==> src/core/rf_flag_pkg.sv <==
// Constants, types and helpers shared by the request flag filter.
// Assumes 32-bit AHB-Lite register access and byte-wide receive data.
package rf_flag_pkg;

  // ----------------------------------------------------------------
  // Request flag positions (bit 1 of the frame is index 0)
  // ----------------------------------------------------------------
  localparam int unsigned FLAG_DUAL_TONE = 0;
  localparam int unsigned FLAG_SPEED = 1;
  localparam int unsigned FLAG_CENSUS = 2;
  localparam int unsigned FLAG_GROWTH = 3;
  localparam int unsigned FLAG_CHOSEN = 4;
  localparam int unsigned FLAG_UID_MATCH = 5;
  localparam int unsigned FLAG_OPTION = 6;
  localparam int unsigned FLAG_APP_FAMILY = 4;
  localparam int unsigned FLAG_SLOT_COUNT = 5;

  // ----------------------------------------------------------------
  // Response flags and error codes
  // ----------------------------------------------------------------
  localparam int unsigned RESP_FAULT = 0;
  localparam logic [7:0] ERR_CODE_OPTION = 8'h03;
  localparam logic [7:0] ERR_CODE_GENERIC = 8'h0f;
  localparam logic [7:0] ERR_CODE_NO_BLOCK = 8'h10;
  localparam logic [7:0] ERR_CODE_RELOCK = 8'h11;
  localparam logic [7:0] ERR_CODE_LOCKED = 8'h12;
  localparam logic [7:0] ERR_CODE_PROGRAM = 8'h13;
  localparam logic [7:0] ERR_CODE_LOCK_FAIL = 8'h14;
  localparam logic [7:0] ERR_CODE_READ_PROT = 8'h15;

  typedef enum logic [2:0] {
    ERR_OPTION, ERR_GENERIC, ERR_NO_BLOCK, ERR_RELOCK,
    ERR_LOCKED, ERR_PROGRAM, ERR_LOCK_FAIL, ERR_READ_PROT
  } err_kind_t;

  typedef enum logic [1:0] {
    TAG_READY, TAG_QUIET, TAG_SELECTED, TAG_SPARE
  } tag_state_t;

  // ----------------------------------------------------------------
  // Register map and reset values
  // ----------------------------------------------------------------
  localparam logic [7:0] REG_CTRL = 8'h00;
  localparam logic [7:0] REG_STATE = 8'h04;
  localparam logic [7:0] REG_UID_LO = 8'h08;
  localparam logic [7:0] REG_UID_HI = 8'h0c;
  localparam logic [7:0] REG_STATUS = 8'h10;
  localparam logic [7:0] REG_RESULT = 8'h14;
  localparam logic [31:0] CTRL_RESET = 32'h0000_0001;
  localparam logic [31:0] UID_RESET = 32'h0000_0000;
  localparam int unsigned UID_BYTES = 8;

  // Map an executor error kind onto its reply code
  function automatic logic [7:0] err_code_of(input err_kind_t kind);
    case (kind)
      ERR_OPTION: err_code_of = ERR_CODE_OPTION;
      ERR_NO_BLOCK: err_code_of = ERR_CODE_NO_BLOCK;
      ERR_RELOCK: err_code_of = ERR_CODE_RELOCK;
      ERR_LOCKED: err_code_of = ERR_CODE_LOCKED;
      ERR_PROGRAM: err_code_of = ERR_CODE_PROGRAM;
      ERR_LOCK_FAIL: err_code_of = ERR_CODE_LOCK_FAIL;
      ERR_READ_PROT: err_code_of = ERR_CODE_READ_PROT;
      default: err_code_of = ERR_CODE_GENERIC;
    endcase
  endfunction

endpackage

==> src/core/reg_bus_if.sv <==
// Internal register strobe bus between the AHB port and the filter.
// Assumes one clock; the read data is combinational from the registers.
`timescale 1ns/1ns
interface reg_bus_if;
  logic wr;
  logic rd;
  logic [7:0] addr;
  logic [31:0] wdata;
  logic [31:0] rdata;
  modport port (output wr, output rd, output addr, output wdata,
    input rdata);
  modport regs (input wr, input rd, input addr, input wdata,
    output rdata);
endinterface

==> src/core/ahb_reg_port.sv <==
// AHB-Lite slave front end turning transfers into register strobes.
// Assumes single word transfers; reads take one wait state.
`timescale 1ns/1ns
module ahb_reg_port (
  // Clock, reset and enable
  input wire logic hclk,
  input wire logic hresetn,
  input wire logic ce,
  // AHB-Lite slave
  input wire logic hsel,
  input wire logic [31:0] haddr,
  input wire logic [1:0] htrans,
  input wire logic hwrite,
  input wire logic [2:0] hsize,
  input wire logic [31:0] hwdata,
  input wire logic hready,
  output logic hreadyout,
  output logic [31:0] hrdata,
  output logic hresp,
  // Register strobes
  reg_bus_if.port bus
);
  logic dp_wr;
  logic dp_rd;
  logic rd_done;
  logic [7:0] dp_addr;
  wire take = ce & hsel & htrans[1] & hready;
  wire word = (hsize == 3'h2);

  // Reads wait one cycle so that hrdata comes from a flip-flop
  assign hreadyout = ce & ~(dp_rd & ~rd_done);
  assign hresp = 1'b0;
  assign bus.wr = ce & dp_wr;
  assign bus.rd = ce & dp_rd & ~rd_done;
  assign bus.addr = dp_addr;
  assign bus.wdata = hwdata;

  always_ff @(posedge hclk or negedge hresetn) begin
    if (!hresetn) begin
      dp_wr <= 1'b0;
      dp_rd <= 1'b0;
      rd_done <= 1'b0;
      dp_addr <= 8'h00;
      hrdata <= 32'h0000_0000;
    end else if (ce) begin
      if (hready) begin
        dp_wr <= take & hwrite & word;
        dp_rd <= take & ~hwrite;
        dp_addr <= haddr[7:0];
        rd_done <= 1'b0;
      end else if (bus.rd) begin
        hrdata <= bus.rdata;
        rd_done <= 1'b1;
      end
    end
  end
endmodule

==> src/core/uid_byte_compare.sv <==
// Byte-serial compare of a received identifier against the tag's own.
// Assumes bytes arrive least significant first, one per valid pulse.
`timescale 1ns/1ns
module uid_byte_compare #(
  parameter int unsigned NBYTES = rf_flag_pkg::UID_BYTES
) (
  // Clock, reset and enable
  input wire logic hclk,
  input wire logic hresetn,
  input wire logic ce,
  // Byte stream
  input wire logic restart,
  input wire logic byte_valid,
  input wire logic [7:0] byte_data,
  input wire logic [8*NBYTES-1:0] own_id,
  // Result
  output logic complete,
  output logic match
);
  logic [3:0] idx;
  logic differs;
  wire [7:0] own_byte = own_id[8*idx[2:0] +: 8];

  if (NBYTES != 8) begin : g_bad_size
    $error("uid_byte_compare serves 8 bytes only");
  end

  assign complete = (idx == 4'(NBYTES));
  assign match = complete & ~differs;

  always_ff @(posedge hclk or negedge hresetn) begin
    if (!hresetn) begin
      idx <= 4'h0;
      differs <= 1'b0;
    end else if (ce) begin
      if (restart) begin
        idx <= 4'h0;
        differs <= 1'b0;
      end else if (byte_valid && !complete) begin
        idx <= idx + 4'h1;
        differs <= differs | (byte_data != own_byte);
      end
    end
  end
endmodule

==> src/core/rf_request_flag_filter.sv <==
// Request flag decoder, answer decision and reply flag builder.
// Assumes a receiver that delivers bytes with frame start, end and
// checksum verdict, and an executor that reports errors and send end.
//
// How it works
// - Addressed: compare carried identifier with own; reply on equality.
// - Addressed with a different identifier: no reply at all.
// - Non-addressed: no identifier expected, reply regardless of identity.
// - Chosen-tag requests are answered only in the Selected state.
// - Flags are one byte; bit 3 switches bits 5-8 meaning.
// - Bit 1 picks one subcarrier (0) or two subcarriers (1).
// - Bit 2 picks low (0) or high (1) reply data rate.
// - Inventory bit 5 set means an application family byte follows.
// - Response flags byte drives all reserved positions to zero.
// - Error sets response bit 1 and adds a code byte.
// - Codes 03h unsupported option, 0Fh error without detail.
// - Codes 10h missing block, 11h relock, 12h locked block.
// - Codes 13h program fail, 14h lock fail, 15h read-protected.
// - Reserved error code values are never emitted.
// - Inventory bit 6 picks sixteen slots (0) or one slot (1).
// - Quiet tags answer all but chosen-tag and one-slot inventory requests (bit 6 set).
// - Ready tags answer any request without the chosen-tag bit.
// - A frame with a bad checksum is dropped without answer.
//
// The AHB-Lite interface to the registers and the placing of the registers were decided locally.
`timescale 1ns/1ns
module rf_request_flag_filter (
  // Clock, reset and enable
  input wire logic hclk,
  input wire logic hresetn,
  input wire logic ce,
  // AHB-Lite slave
  input wire logic hsel,
  input wire logic [31:0] haddr,
  input wire logic [1:0] htrans,
  input wire logic hwrite,
  input wire logic [2:0] hsize,
  input wire logic [31:0] hwdata,
  input wire logic hready,
  output logic hreadyout,
  output logic [31:0] hrdata,
  output logic hresp,
  // Receiver side
  input wire logic rx_sof,
  input wire logic rx_byte_valid,
  input wire logic [7:0] rx_byte,
  input wire logic rx_eof,
  input wire logic rx_crc_ok,
  // Executor side
  input wire logic err_req,
  input wire rf_flag_pkg::err_kind_t err_kind,
  input wire logic tx_done,
  // Decoded request
  output logic flags_valid,
  output logic [7:0] req_flags,
  output logic census,
  output logic dual_tone,
  output logic high_rate,
  output logic option_set,
  output logic expect_app_family,
  output logic single_slot,
  output logic uid_match,
  // Reply control
  output logic reply_start,
  output logic reply_active,
  output logic frame_dropped,
  output logic [7:0] resp_flags,
  output logic [7:0] err_code,
  output logic reply_params_off
);
  import rf_flag_pkg::*;

  // ----------------------------------------------------------------
  // Register bus
  // ----------------------------------------------------------------
  reg_bus_if bus ();

  ahb_reg_port u_port (
    .hclk(hclk),
    .hresetn(hresetn),
    .ce(ce),
    .hsel(hsel),
    .haddr(haddr),
    .htrans(htrans),
    .hwrite(hwrite),
    .hsize(hsize),
    .hwdata(hwdata),
    .hready(hready),
    .hreadyout(hreadyout),
    .hrdata(hrdata),
    .hresp(hresp),
    .bus(bus)
  );

  logic [31:0] ctrl;
  tag_state_t tag_state;
  logic [31:0] uid_lo;
  logic [31:0] uid_hi;
  logic [7:0] drop_count;

  wire wr_ctrl = bus.wr & (bus.addr == REG_CTRL);
  wire wr_state = bus.wr & (bus.addr == REG_STATE);
  wire wr_uid_lo = bus.wr & (bus.addr == REG_UID_LO);
  wire wr_uid_hi = bus.wr & (bus.addr == REG_UID_HI);
  wire filter_on = ctrl[0];

  // ----------------------------------------------------------------
  // Frame sequencer
  // ----------------------------------------------------------------
  typedef enum logic [2:0] {
    S_IDLE, S_FLAGS, S_COMMAND, S_SERIAL, S_BODY, S_RESPOND
  } frame_state_t;

  frame_state_t state;
  frame_state_t next_state;
  logic [7:0] flags_hold;
  logic fault;
  logic [7:0] code_hold;

  wire in_frame = (state == S_FLAGS) | (state == S_COMMAND) |
                  (state == S_SERIAL) | (state == S_BODY);
  wire start_frame = ce & filter_on & rx_sof & (state != S_RESPOND);
  wire flags_byte = (state == S_FLAGS) & rx_byte_valid;
  wire frame_end = in_frame & rx_eof;

  // Flag decode from the held byte
  wire census_bit = flags_hold[FLAG_CENSUS];
  wire chosen_bit = ~census_bit & flags_hold[FLAG_CHOSEN];
  wire addr_bit = flags_hold[FLAG_UID_MATCH];
  // The chosen-tag form carries no identifier even if the reader
  // wrongly sets the identifier bit as well
  wire serial_present = ~census_bit & addr_bit & ~chosen_bit;

  // Identifier compare
  logic id_complete;
  logic id_equal;
  wire serial_byte = (state == S_SERIAL) & rx_byte_valid;

  uid_byte_compare #(
    .NBYTES(UID_BYTES)
  ) u_cmp (
    .hclk(hclk),
    .hresetn(hresetn),
    .ce(ce),
    .restart(start_frame),
    .byte_valid(serial_byte),
    .byte_data(rx_byte),
    .own_id({uid_hi, uid_lo}),
    .complete(id_complete),
    .match(id_equal)
  );

  // ----------------------------------------------------------------
  // Answer decision
  // ----------------------------------------------------------------
  wire is_selected = (tag_state == TAG_SELECTED);
  wire is_quiet = (tag_state == TAG_QUIET);
  wire flags_seen = (state != S_FLAGS);
  wire census_ok = ~(is_quiet & addr_bit);
  wire chosen_ok = is_selected;
  wire addressed_ok = id_complete & id_equal;
  wire general_ok = 1'b1;
  wire mode_ok = census_bit ? census_ok :
                 chosen_bit ? chosen_ok :
                 addr_bit ? addressed_ok : general_ok;
  wire good_frame = frame_end & rx_crc_ok & flags_seen;
  wire answer = good_frame & mode_ok;

  always_comb begin
    next_state = state;
    case (state)
      S_IDLE: begin
        if (start_frame) begin
          next_state = S_FLAGS;
        end
      end
      S_FLAGS: begin
        if (rx_byte_valid) begin
          next_state = S_COMMAND;
        end
      end
      S_COMMAND: begin
        if (rx_byte_valid) begin
          next_state = serial_present ? S_SERIAL : S_BODY;
        end
      end
      S_SERIAL: begin
        if (id_complete) begin
          next_state = S_BODY;
        end
      end
      S_BODY: begin
        next_state = S_BODY;
      end
      S_RESPOND: begin
        if (tx_done) begin
          next_state = S_IDLE;
        end
      end
      default: begin
        next_state = S_IDLE;
      end
    endcase
    // A new start of frame restarts the decode from its flags byte
    if (in_frame && start_frame) begin
      next_state = S_FLAGS;
    end else if (frame_end) begin
      next_state = answer ? S_RESPOND : S_IDLE;
    end
  end

  // ----------------------------------------------------------------
  // Sequencer and latched flags
  // ----------------------------------------------------------------
  always_ff @(posedge hclk or negedge hresetn) begin
    if (!hresetn) begin
      state <= S_IDLE;
      flags_hold <= 8'h00;
      reply_start <= 1'b0;
      frame_dropped <= 1'b0;
    end else if (ce) begin
      state <= next_state;
      if (flags_byte) begin
        flags_hold <= rx_byte;
      end
      reply_start <= frame_end & answer;
      frame_dropped <= frame_end & ~answer;
    end
  end

  // ----------------------------------------------------------------
  // Error capture
  // ----------------------------------------------------------------
  // An error is taken only in S_RESPOND, so it never meets a new flags byte
  // in the same cycle; the flags byte clears the fault
  wire take_err = err_req & (state == S_RESPOND);

  always_ff @(posedge hclk or negedge hresetn) begin
    if (!hresetn) begin
      fault <= 1'b0;
      code_hold <= ERR_CODE_GENERIC;
    end else if (ce) begin
      if (take_err) begin
        fault <= 1'b1;
        code_hold <= err_code_of(err_kind);
      end else if (flags_byte) begin
        fault <= 1'b0;
      end
    end
  end

  // ----------------------------------------------------------------
  // Registers
  // ----------------------------------------------------------------
  always_ff @(posedge hclk or negedge hresetn) begin
    if (!hresetn) begin
      ctrl <= CTRL_RESET;
      tag_state <= TAG_READY;
      uid_lo <= UID_RESET;
      uid_hi <= UID_RESET;
    end else if (ce) begin
      if (wr_ctrl) begin
        ctrl <= {31'h0000_0000, bus.wdata[0]};
      end
      if (wr_state) begin
        tag_state <= tag_state_t'(bus.wdata[1:0]);
      end
      if (wr_uid_lo) begin
        uid_lo <= bus.wdata;
      end
      if (wr_uid_hi) begin
        uid_hi <= bus.wdata;
      end
    end
  end

  // Dropped frame count saturates rather than wrapping
  always_ff @(posedge hclk or negedge hresetn) begin
    if (!hresetn) begin
      drop_count <= 8'h00;
    end else if (ce) begin
      if (frame_end && !answer && drop_count != 8'hff) begin
        drop_count <= drop_count + 8'h01;
      end
    end
  end

  wire [31:0] status_word = {16'h0000, drop_count, 3'h0,
    id_complete, id_equal, fault, reply_active, flags_valid};
  wire [31:0] result_word = {16'h0000, code_hold, flags_hold};

  assign bus.rdata = (bus.addr == REG_CTRL) ? ctrl :
                     (bus.addr == REG_STATE) ? {30'h0, tag_state} :
                     (bus.addr == REG_UID_LO) ? uid_lo :
                     (bus.addr == REG_UID_HI) ? uid_hi :
                     (bus.addr == REG_STATUS) ? status_word :
                     (bus.addr == REG_RESULT) ? result_word :
                     32'h0000_0000;

  // ----------------------------------------------------------------
  // Decoded outputs
  // ----------------------------------------------------------------
  // The growth bit is passed through untouched; a nonzero value is
  // the reader's fault and is left to the executor to reject
  assign flags_valid = (state == S_COMMAND) | (state == S_SERIAL) |
                       (state == S_BODY) | (state == S_RESPOND);
  assign req_flags = flags_hold;
  assign census = census_bit;
  assign dual_tone = flags_hold[FLAG_DUAL_TONE];
  assign high_rate = flags_hold[FLAG_SPEED];
  assign option_set = flags_hold[FLAG_OPTION];
  assign expect_app_family = census_bit &
                             flags_hold[FLAG_APP_FAMILY];
  assign single_slot = census_bit &
                       flags_hold[FLAG_SLOT_COUNT];
  assign uid_match = id_equal;
  assign reply_active = (state == S_RESPOND);

  // Only the fault position can ever be nonzero
  assign resp_flags = {7'h00, fault};
  // Only table values reach the pin; unknown kinds fold into 0Fh
  assign err_code = code_hold;
  assign reply_params_off = fault;

endmodule

==> config.mk <==
export PLATFORM = sky130hd
export DESIGN_NAME = rf_request_flag_filter
export DESIGN_NICKNAME = d
export VERILOG_FILES = /design/src/core/rf_flag_pkg.sv /design/src/core/reg_bus_if.sv /design/src/core/ahb_reg_port.sv /design/src/core/uid_byte_compare.sv /design/src/core/rf_request_flag_filter.sv
export SDC_FILE = /design/constraint.sdc
export NUM_CORES = 1
export LEC_CHECK = 0
export ABC_AREA = 1
export BUFFER_PORTS_ARGS = -buffer_cell sky130_fd_sc_hd__buf_4
export CAP_MARGIN = 20
export CORE_ASPECT_RATIO = 0.5
export CORE_MARGIN = 1
export CORE_UTILIZATION = 41
export CTS_CLUSTER_DIAMETER = 100
export DETAILED_ROUTE_END_ITERATION = 10
export PLACE_DENSITY_LB_ADDON = 0.3
export SLEW_MARGIN = 20
export SYNTH_ARGS = -nofsm -noshare
export SYNTH_HDL_FRONTEND = slang
export SYNTH_HIERARCHICAL = 1
export SYNTH_SLANG_ARGS = --single-unit
==> constraint.sdc <==
create_clock -name hclk -period 6.6 [get_ports hclk]
set_clock_uncertainty 0.15 [all_clocks]
set_input_delay 0.33 -clock hclk [delete_from_list [all_inputs] [get_ports hclk]]
set_output_delay 0.33 -clock hclk [all_outputs]
set_load 0.05 [all_outputs]
==> flow_summary.ini, run 1 <==
[timing]
rsz0062_at_grt = no
setup_viol = 0
slew_headroom = 0.456
fmax_mhz = 320
finalCritPeriodShare = 0.474
slew_viol_final = 0
period_needed_ns = 3.13
hold_ws_ns = 0.0184
finalSetupTns_ns = 0
worst_pin_slew_ns = 0.816
finalHoldViolCount = 0

[setup_path]
critPathTopFamily = buffers and inverters
cp_data_required_time_ns = 6.12
worst-setup-path-type = register to output port
path_common_cell = inv_1
path_cells = inv_4, ha_1, inv_1, nor3_1, inv_1, nor2_1, buf_4
crit_fanout = 19
slowest_stage = dfrtp_1
critical_path.max_stage_delay_ns = 0.65
endpoint_kind = output port
path_buf_inv = 4
crit_path_start_kind = register
crit_arrival_ns = 2.65

[layout]
drive_gt1_frac = 0.206
syn_to_final_growth_pct = 16.6
final_common_cell = nand2_1
n_antenna_cell = 0
nFillCells = 1927
final_cell_mix = nand2_1, dfrtp_1, buf_4
fin_nets = 1295
multi_input_area_sq_um = 3700
regArea_sq_um = 3560

[clock_network]
clkTransAtPathRegs_ns = 0.06
numClockSinks = 142
ctsResizeCount = 0
cts_tree = yes
h-tree-depth = 4
clk-insertion-delay-late_ns = 0.42
numCtsBuffers = 17
root_buffer = clkbuf_16
cts.path.max_buffers = 2

[grt]
antenna_found_initial = 0
grt_pass1_vias = 7136
grt_remaining_overflow = 0
grt_max_degree = 80
grt_use_total = 0.229
grt_pass1_wl_um = 37600

[logic_synthesis]
syn_area_per_cell_sq_um = 7.61
synth_seq_area_share = 0.420
synth_cell_type_count = 44
synth-seq-cells = 142
netlist_area_sq_um = 8470
yosys_warnings = 6
async_flop_share = 1.00
synth_ff_type = dfrtp_1
synth_edf_count = 0
netlist_instances = 1113

[die]
die_area_sq_um = 21300
fp.dieW_um = 205
start_util = 0.427
core_sq_um = 19800
io_pins = 162
rows = 36
fp.dieH_um = 104

[routing]
wl_met1_um = 10400
routed_wl_um = 23200
drt_pre_antenna_iters = 5
route.met2.wl_um = 10500
antenna_left = 0
initialDrtViolationCount = 665
via_per_inst = 5.01
routed.top_layer = met4
wl_met3_um = 1740
wl_per_cell_um = 15.7
drc = 0
vias = 7404

[placed_design]
portBuffers = 125
gp_congestion = 0.938
place_hpwl_um = 17100

[status]
status = finished clean

[power]
cellPowerDensity_nw_per_um2 = 330
leakagePower_nw = 5.26
ir_worst_vdd_mv = 0.201

[job]
maxCapViolations = 0

[min_path]
hold_path.class = input port to register
[kinds of logic after synthesis]
logic type,synth area share
xor+xnor,0.00828
compound gates,0.106
simple gates,0.312
other cells,0.000887
flops,0.420
fa+ha+maj,0.00591
buf+inv,0.146
[state kept, by name, indices dropped and copies added, names as in the netlist, 2 cells and up]
| signal | count |
|---|---|
| drop_count | 8 |
| err_code | 5 |
| req_flags | 8 |
| state | 3 |
| tag_state | 2 |
| u_cmp/idx | 4 |
| u_port/bus.addr | 8 |
| u_port/hrdata | 32 |
| uid_hi | 32 |
| uid_lo | 32 |
[Yosys cell counts, types with 3 or more instances]
library cell / instances / area, sq um
nor3_1: 7 / 35.0
nand2_1: 420 / 1580
buf_6: 22 / 248
nand3_1: 108 / 541
nand4_1: 4 / 25.0
buf_4: 58 / 435
o21ai_2: 48 / 420
dfrtp_1: 137 / 3430
inv_2: 3 / 11.3
nor2_2: 4 / 25.0
nor2_1: 36 / 135
nand3b_1: 4 / 30.0
dfstp_2: 5 / 131
nor2_4: 3 / 33.8
a21oi_1: 11 / 55.1
buf_2: 8 / 40.0
ha_1: 4 / 50.1
xor2_1: 7 / 61.3
o21ai_0: 27 / 135
nand3_2: 3 / 30.0
inv_1: 119 / 447
o21ai_1: 20 / 100
a22o_1: 16 / 140
inv_4: 3 / 18.8
nand2_2: 4 / 25.0
or2_2: 5 / 31.3
[path summary, 6_finish.rpt]
kind,startpoint,to,slack [ns],cells past startpoint
setup / recovery,u_cmp/idx[1],uid_match,3.47,7
hold / removal,rx_byte[0],req_flags[0],0.02,3
setup reg to reg,u_cmp/idx[1],drop_count[5],3.59,15
hold reg to reg,u_port/hrdata[14],u_port/hrdata[14],0.32,2
max in group asynchronous,hresetn,err_code[4],4.58,3
min in group asynchronous,hresetn,uid_lo[29],0.34,2
[worst reg2reg max path, cell delays in order (launching register included)]
cell	delay [ns]
dfrtp_1	0.65
inv_4	0.32
ha_1	0.19
inv_1	0.04
nor3_1	0.43
inv_1	0.12
nor2_1	0.22
nand2_1	0.09
nand2_1	0.09
nand2_1	0.06
nand3_1	0.15
nand2_2	0.12
nand3_2	0.09
nor2_4	0.06
nand2_1	0.06
nand2_1	0.05
[power by group]
part	internal [mW]	leakage, nW	switching (mW)
combinational	0.338	3.04	0.816
clock	0.608	0.291	0.389
sequential	0.970	1.92	0.135
[timing repair]
action                                  4_1_cts  5_1_grt
hold buffers                                 18        0
setup buffers                                 0        0
hold endpoints to repair                     95        0
endpoints found under the setup margin        0        0
[per-layer routing]
metal | up-vias | track usage
li1 | 3619 | -
met2 | 268 | 0.351
met1 | 3482 | 0.313
met5 | - | 0
met4 | 0 | 0.0767
met3 | 35 | 0.0579
[per-stage QoR]
step,utilization,worst slack [ns],power [mW],instance area (sq um),std cells
after floorplan,-,3.71,1.98,8500,1122
after CTS,0.498,3.54,3.26,9870,1478
after detailed placement,0.458,3.73,2.25,9080,1428
after global placement,0.458,3.79,2.23,9080,1428
after global routing,0.498,3.30,3.43,9870,1478
final,0.498,3.47,3.26,9870,1478
[area by class of cell]
cell class / instances / share of cell area
Multi-Input combinational cell: 760 / 0.375
Sequential cell: 142 / 0.361
Timing Repair Buffer: 147 / 0.117
Inverter: 131 / 0.0519
Clock buffer: 20 / 0.0453
Tap cell: 266 / 0.0337
Clock inverter: 12 / 0.0165
Note: power is estimated with default switching activity, not from simulation.
==> run 2: changes to the inputs <==
--- a/config.mk
+++ b/config.mk
@@ -5,7 +5,7 @@
 export SDC_FILE = /design/constraint.sdc
 export NUM_CORES = 1
 export LEC_CHECK = 0
-export ABC_AREA = 1
+export ABC_AREA = 0
 export BUFFER_PORTS_ARGS = -buffer_cell sky130_fd_sc_hd__buf_4
 export CAP_MARGIN = 20
 export CORE_ASPECT_RATIO = 0.5
==> constraint.sdc (replaced) <==
create_clock -name hclk -period 2.99 [get_ports hclk]
set_clock_uncertainty 0.15 [all_clocks]
set_input_delay 0.1495 -clock hclk [delete_from_list [all_inputs] [get_ports hclk]]
set_output_delay 0.1495 -clock hclk [all_outputs]
set_load 0.05 [all_outputs]
==> run 2 against run 1 <==
Non-clock buffer count grew 50. Critical path depth grew 1. Synthesized cell count decreased by 41%. Worst setup slack worse by 3.1 ns. Largest power group is now sequential cells.
==> flow_summary.ini, run 2 <==
[status]
status = finished clean

[logic_synthesis]
synth.most_common_cell = dfrtp_1
syn_area_per_cell_sq_um = 12.1
synthTopCellsByCount = dfrtp_1, mux2_2, buf_4
synth_cell_type_count = 69
async_flop_share = 1.00
synth_edf_count = 0
netlist_top_cells_area = dfrtp_1, mux2_2, mux2i_1
synth_seq_area_share = 0.450
synth_top_area_cell = dfrtp_1
netlist_area_sq_um = 7910
netlist_instances = 652
synth-seq-cells = 142
synth_ff_type = dfrtp_1
synth.top_cell.area_share = 0.433
yosys_warnings = 6

[power]
pwr-share-seq = 0.352
ir_worst_vdd_mv = 0.396
p_switching_mw = 2.46
combPwrFrac = 0.309
intPower_mw = 4.27
cellPowerDensity_nw_per_um2 = 678
clockPowerShare = 0.339
leakagePower_nw = 4.68
swShare = 0.365

[layout]
utilization = 0.532
largest_registers = u_port/hrdata: 32 flops, uid_hi: 32 flops, uid_lo: 32 flops
final_common_cell = dfrtp_1
nFillCells = 1609
n_antenna_cell = 0
final_cell_mix = dfrtp_1, buf_4, mux2_2
syn_to_final_growth_pct = 25.5
fin_nets = 893
drive_gt1_frac = 0.374

[timing]
slew_viol_final = 0
worst_pin_slew_ns = 0.645
fmax_mhz = 383
hold_ws_ns = 0.0276
finalHoldViolCount = 0
slew_headroom = 0.559
setup_viol = 0
finalCritPeriodShare = 0.872
rsz0062_at_grt = no
finalSetupTns_ns = 0
period_needed_ns = 2.61

[clock_network]
cts_tree = yes
post_cts_buffers = 0
ctsHoldBuffers = 59
numCtsBuffers = 17
clk-insertion-delay-late_ns = 0.42
numClockSinks = 142
clkTransAtPathRegs_ns = 0.06
root_buffer = clkbuf_16
cts.path.max_buffers = 2
ctsResizeCount = 0
h-tree-depth = 4

[setup_path]
worst-setup-path-type = register to register
cp_data_required_time_ns = 3.14
ff2ff_setup_slack_ns = 0.38
r2r-start = u_cmp/idx[0]
crit_fanout = 8
r2r_end = drop_count[1]
cp-startpoint = u_cmp/idx[0]
rr_worst_depth = 8
crit_path_start_kind = register
endpoint_kind = register
crit_arrival_ns = 2.76

[routing]
drt_pre_antenna_iters = 5
initialDrtViolationCount = 379
drc = 0
wl_per_cell_um = 19.2
routed_wl_um = 20500
antenna_left = 0
vias = 5586
via_per_inst = 5.23

[placed_design]
portBuffers = 125
place_hpwl_um = 14500
gp_congestion = 0.816

[die]
start_util = 0.424
rows = 35
core_sq_um = 18700
fp.dieW_um = 198
fp.dieH_um = 100
die_area_sq_um = 19900
io_pins = 162

[min_path]
worstHoldPathCells = 3
hold_path.class = input port to register
worstHoldEndpoint = err_code[1]
hp-start = err_req

[grt]
grt_remaining_overflow = 0
grt_pass1_vias = 5739
grt_pass1_wl_um = 32400
grt_max_degree = 66
grt_use_total = 0.216
antenna_found_initial = 0

[job]
maxCapViolations = 0
run 2: kinds of logic after synthesis:
group / synth area share
compound gates: 0.0720
xor+xnor: 0.0155
fa+ha+maj: 0.00633
buf+inv: 0.0875
flops: 0.450
mux: 0.279
other cells: 0.000950
simple gates: 0.0883
run 2: worst max-delay path by stage:
| stage | end | slack, ns | cells after the start |
|---|---|---|---|
| 2_1_floorplan | drop_count[6] | 0.15 | 12 |
| 3_3_place_gp | drop_count[1] | 0.48 | 8 |
| 3_5_place_dp | drop_count[6] | 0.46 | 9 |
| 4_1_cts | drop_count[6] | 0.41 | 9 |
| 5_1_grt | drop_count[1] | 0.20 | 8 |
| 6_report | drop_count[1] | 0.38 | 8 |
run 2: critical path, stage by stage, from the launching register on:
cell and delay [ns]:
dfrtp_1 0.49, inv_2 0.15, ha_1 0.23, nand3b_1 0.17
inv_1 0.10, a21boi_0 0.16, o211ai_1 0.17, a211oi_2 0.48
mux2_2 0.39
run 2: per-stage QoR:
step	setup slack [ns]	instance area, sq um	power, mW	std cells
finish	0.382	9930	6.73	1069
global route	0.198	9930	7.05	1069
floorplan	0.148	7950	3.90	661
CTS	0.413	9930	6.77	1069
global placement	0.478	8700	4.37	978
detailed placement	0.456	8700	4.40	978
run 2: per-layer routing:
metal / vias up / routed length (um) / global-route usage
met5: - / 0 / 0
met4: 0 / 241 / 0.0598
met3: 19 / 1020 / 0.0407
met2: 153 / 9000 / 0.320
met1: 2842 / 10300 / 0.322
li1: 2572 / - / -
run 2: power groups by stage:
stage	combinational, mW	sequential (mW)	clock, mW
final	2.08	2.37	2.28
after global routing	2.23	2.40	2.42
after CTS	2.07	2.37	2.32
after detailed placement	2.00	2.40	0
after global placement	1.97	2.40	0
after floorplan	1.30	2.60	0
run 2: final cells by class:
cell class | count | area [sq um] | area share
Timing Repair Buffer | 197 | 1660 | 0.167
Inverter | 16 | 60.1 | 0.00605
Clock inverter | 14 | 193 | 0.0194
Sequential cell | 142 | 3560 | 0.359
Multi-Input combinational cell | 423 | 3690 | 0.372
Clock buffer | 18 | 439 | 0.0442
Tap cell | 259 | 324 | 0.0326
==> run 3: changes to the inputs <==
--- a/config.mk
+++ b/config.mk
@@ -5,7 +5,7 @@
 export SDC_FILE = /design/constraint.sdc
 export NUM_CORES = 1
 export LEC_CHECK = 0
-export ABC_AREA = 0
+export ABC_AREA = 1
 export BUFFER_PORTS_ARGS = -buffer_cell sky130_fd_sc_hd__buf_4
 export CAP_MARGIN = 20
 export CORE_ASPECT_RATIO = 0.5
==> constraint.sdc (replaced) <==
create_clock -name hclk -period 2.86 [get_ports hclk]
set_clock_uncertainty 0.15 [all_clocks]
set_input_delay 0.143 -clock hclk [delete_from_list [all_inputs] [get_ports hclk]]
set_output_delay 0.143 -clock hclk [all_outputs]
set_load 0.05 [all_outputs]
==> run 3 against run 2 <==
Final cell count is 43% higher. Wire length grew 17%. Maximum frequency rose by 7.3%. Register-to-register slack gained 0.05 ns. Hold slack lost 0.0085 ns. Sequential power grew 8%. Critical path depth rose by 7. Core utilization fell by 0.81 points. Via count up 35%. Count of clock-buffer cells in the layout rose by 1. Critical path type unchanged. Largest cell class unchanged. Largest power group is now combinational logic.
==> flow_summary.ini, run 3 (synthesis gave the netlist of run 1 again) <==
[status]
status = finished clean

[layout]
syn_to_final_growth_pct = 22.6
stdcell_count = 1526
final_cell_mix = nand2_1, dfrtp_1, buf_4
fin_nets = 1343
drive_gt1_frac = 0.204
largest_registers = u_port/hrdata: 32 flops, uid_hi: 32 flops, uid_lo: 32 flops
n_antenna_cell = 0
final_common_cell = nand2_1

[clock_network]
clkTransAtPathRegs_ns = 0.06
root_buffer = clkbuf_16
ctsResizeCount = 0
h-tree-depth = 4
cts_tree = yes
post_cts_buffers = 0
numCtsBuffers = 17
cts.path.max_buffers = 2
numClockSinks = 142
clk-insertion-delay-late_ns = 0.43

[power]
cellPowerDensity_nw_per_um2 = 745
leakagePower_nw = 5.48
ir_worst_vdd_mv = 0.409
p_total_mw = 7.73

[routing]
drc = 0
via_per_inst = 4.94
initialDrtViolationCount = 575
wl_per_cell_um = 15.8
antenna_left = 0
routed_wl_um = 24000
vias = 7539
drt_pre_antenna_iters = 6

[die]
rows = 36
core_sq_um = 19800
start_util = 0.427
fp.dieW_um = 205
io_pins = 162
die_area_sq_um = 21300
fp.dieH_um = 104

[min_path]
worstHoldEndpoint = state[1]
hp-start = rx_eof
hold_path.class = input port to register
worstHoldPathCells = 4

[setup_path]
rr_worst_depth = 15
endpoint_kind = register
cp_data_required_time_ns = 3.03
ff2ff_setup_slack_ns = 0.43
worst-setup-path-type = register to register
r2r_end = drop_count[5]
crit_path_start_kind = register
crit_arrival_ns = 2.60
r2r-start = u_cmp/idx[1]
cp-startpoint = u_cmp/idx[1]
crit_fanout = 19

[grt]
grt_pass1_vias = 7415
grt_max_degree = 65
grt_pass1_wl_um = 39300
grt_remaining_overflow = 0
grt_use_total = 0.240
antenna_found_initial = 0

[timing]
finalSetupTns_ns = 0
fin_ws_ns = 0.430
finalHoldViolCount = 0
slew_viol_final = 0
rsz0062_at_grt = no
setup_viol = 0
finalCritPeriodShare = 0.850
fmax_mhz = 412
period_needed_ns = 2.43
hold_ws_ns = 0.0191
slew_headroom = 0.562
worst_pin_slew_ns = 0.657

[placed_design]
place_hpwl_um = 17500
preCtsSetupSlack_ns = 0.493
gp_congestion = 0.948
dp.cells = 1432
portBuffers = 125

[job]
maxCapViolations = 0
## run 3: cell count changes in the layout (fill, tap and decap cells not counted), sizes merged, moves of 8 or more
cell    delta
nand3    +105
o21ai     +69
a22o      +14
a221oi     -9
mux2i     -49
mux2     -123
xnor2      -8
mux4       -9
inv      +106
nand2    +395
## run 3: final cells by class
type | count | area [sq um]
Inverter | 131 | 512
Clock buffer | 19 | 453
Multi-Input combinational cell | 760 | 3700
Sequential cell | 142 | 3560
Clock inverter | 13 | 186
Timing Repair Buffer | 195 | 1640
Fill cell | 1914 | 9440
Tap cell | 266 | 333
## run 3: worst max path at each step
stage	end	slack, ns
6_report	drop_count[5]	0.43
5_1_grt	drop_count[4]	0.17
4_1_cts	drop_count[5]	0.48
3_5_place_dp	drop_count[3]	0.49
3_3_place_gp	drop_count[0]	0.55
2_1_floorplan	drop_count[1]	0.22
## run 3: critical path, cell delays in order (launching register included)
cell and delay, ns:
dfrtp_1 0.62, inv_4 0.13, ha_1 0.15, inv_1 0.04, nor3_1 0.23, inv_1 0.11, nor2_2 0.14, nand2_1 0.07
nand2_1 0.05, nand2_1 0.06, nand3_1 0.17, nand2_2 0.12, nand3_2 0.10, nor2_4 0.06, nand2_1 0.06, nand2_1 0.05
## run 3: layer usage
metal  share of wire  routed length [um]  global-route usage  vias up
met5               0                   0                   0        -
met4           0.018                 433              0.0688        0
met3           0.073                1770              0.0733       28
met2            0.45               10900               0.377      216
met1            0.45               10900               0.318     3573
li1                -                   -                   -     3722
## run 3: metrics by stage
step / area [sq um] / util
floorplan: 8500 / -
global placement: 9120 / 0.460
detailed placement: 9120 / 0.460
CTS: 10400 / 0.524
global route: 10400 / 0.524
finish: 10400 / 0.524
## run 3: where the power goes
group / switching, mW / total (mW) / internal, mW
logic: 1.89 / 2.75 / 0.860
clock network: 0.918 / 2.43 / 1.51
registers: 0.312 / 2.55 / 2.24
total: 3.12 / 7.73 / 4.61
## run 3: timing repair
item	in CTS	in global routing
hold buffers	62	0
setup endpoints to repair	0	0
endpoints found under the hold margin	147	0
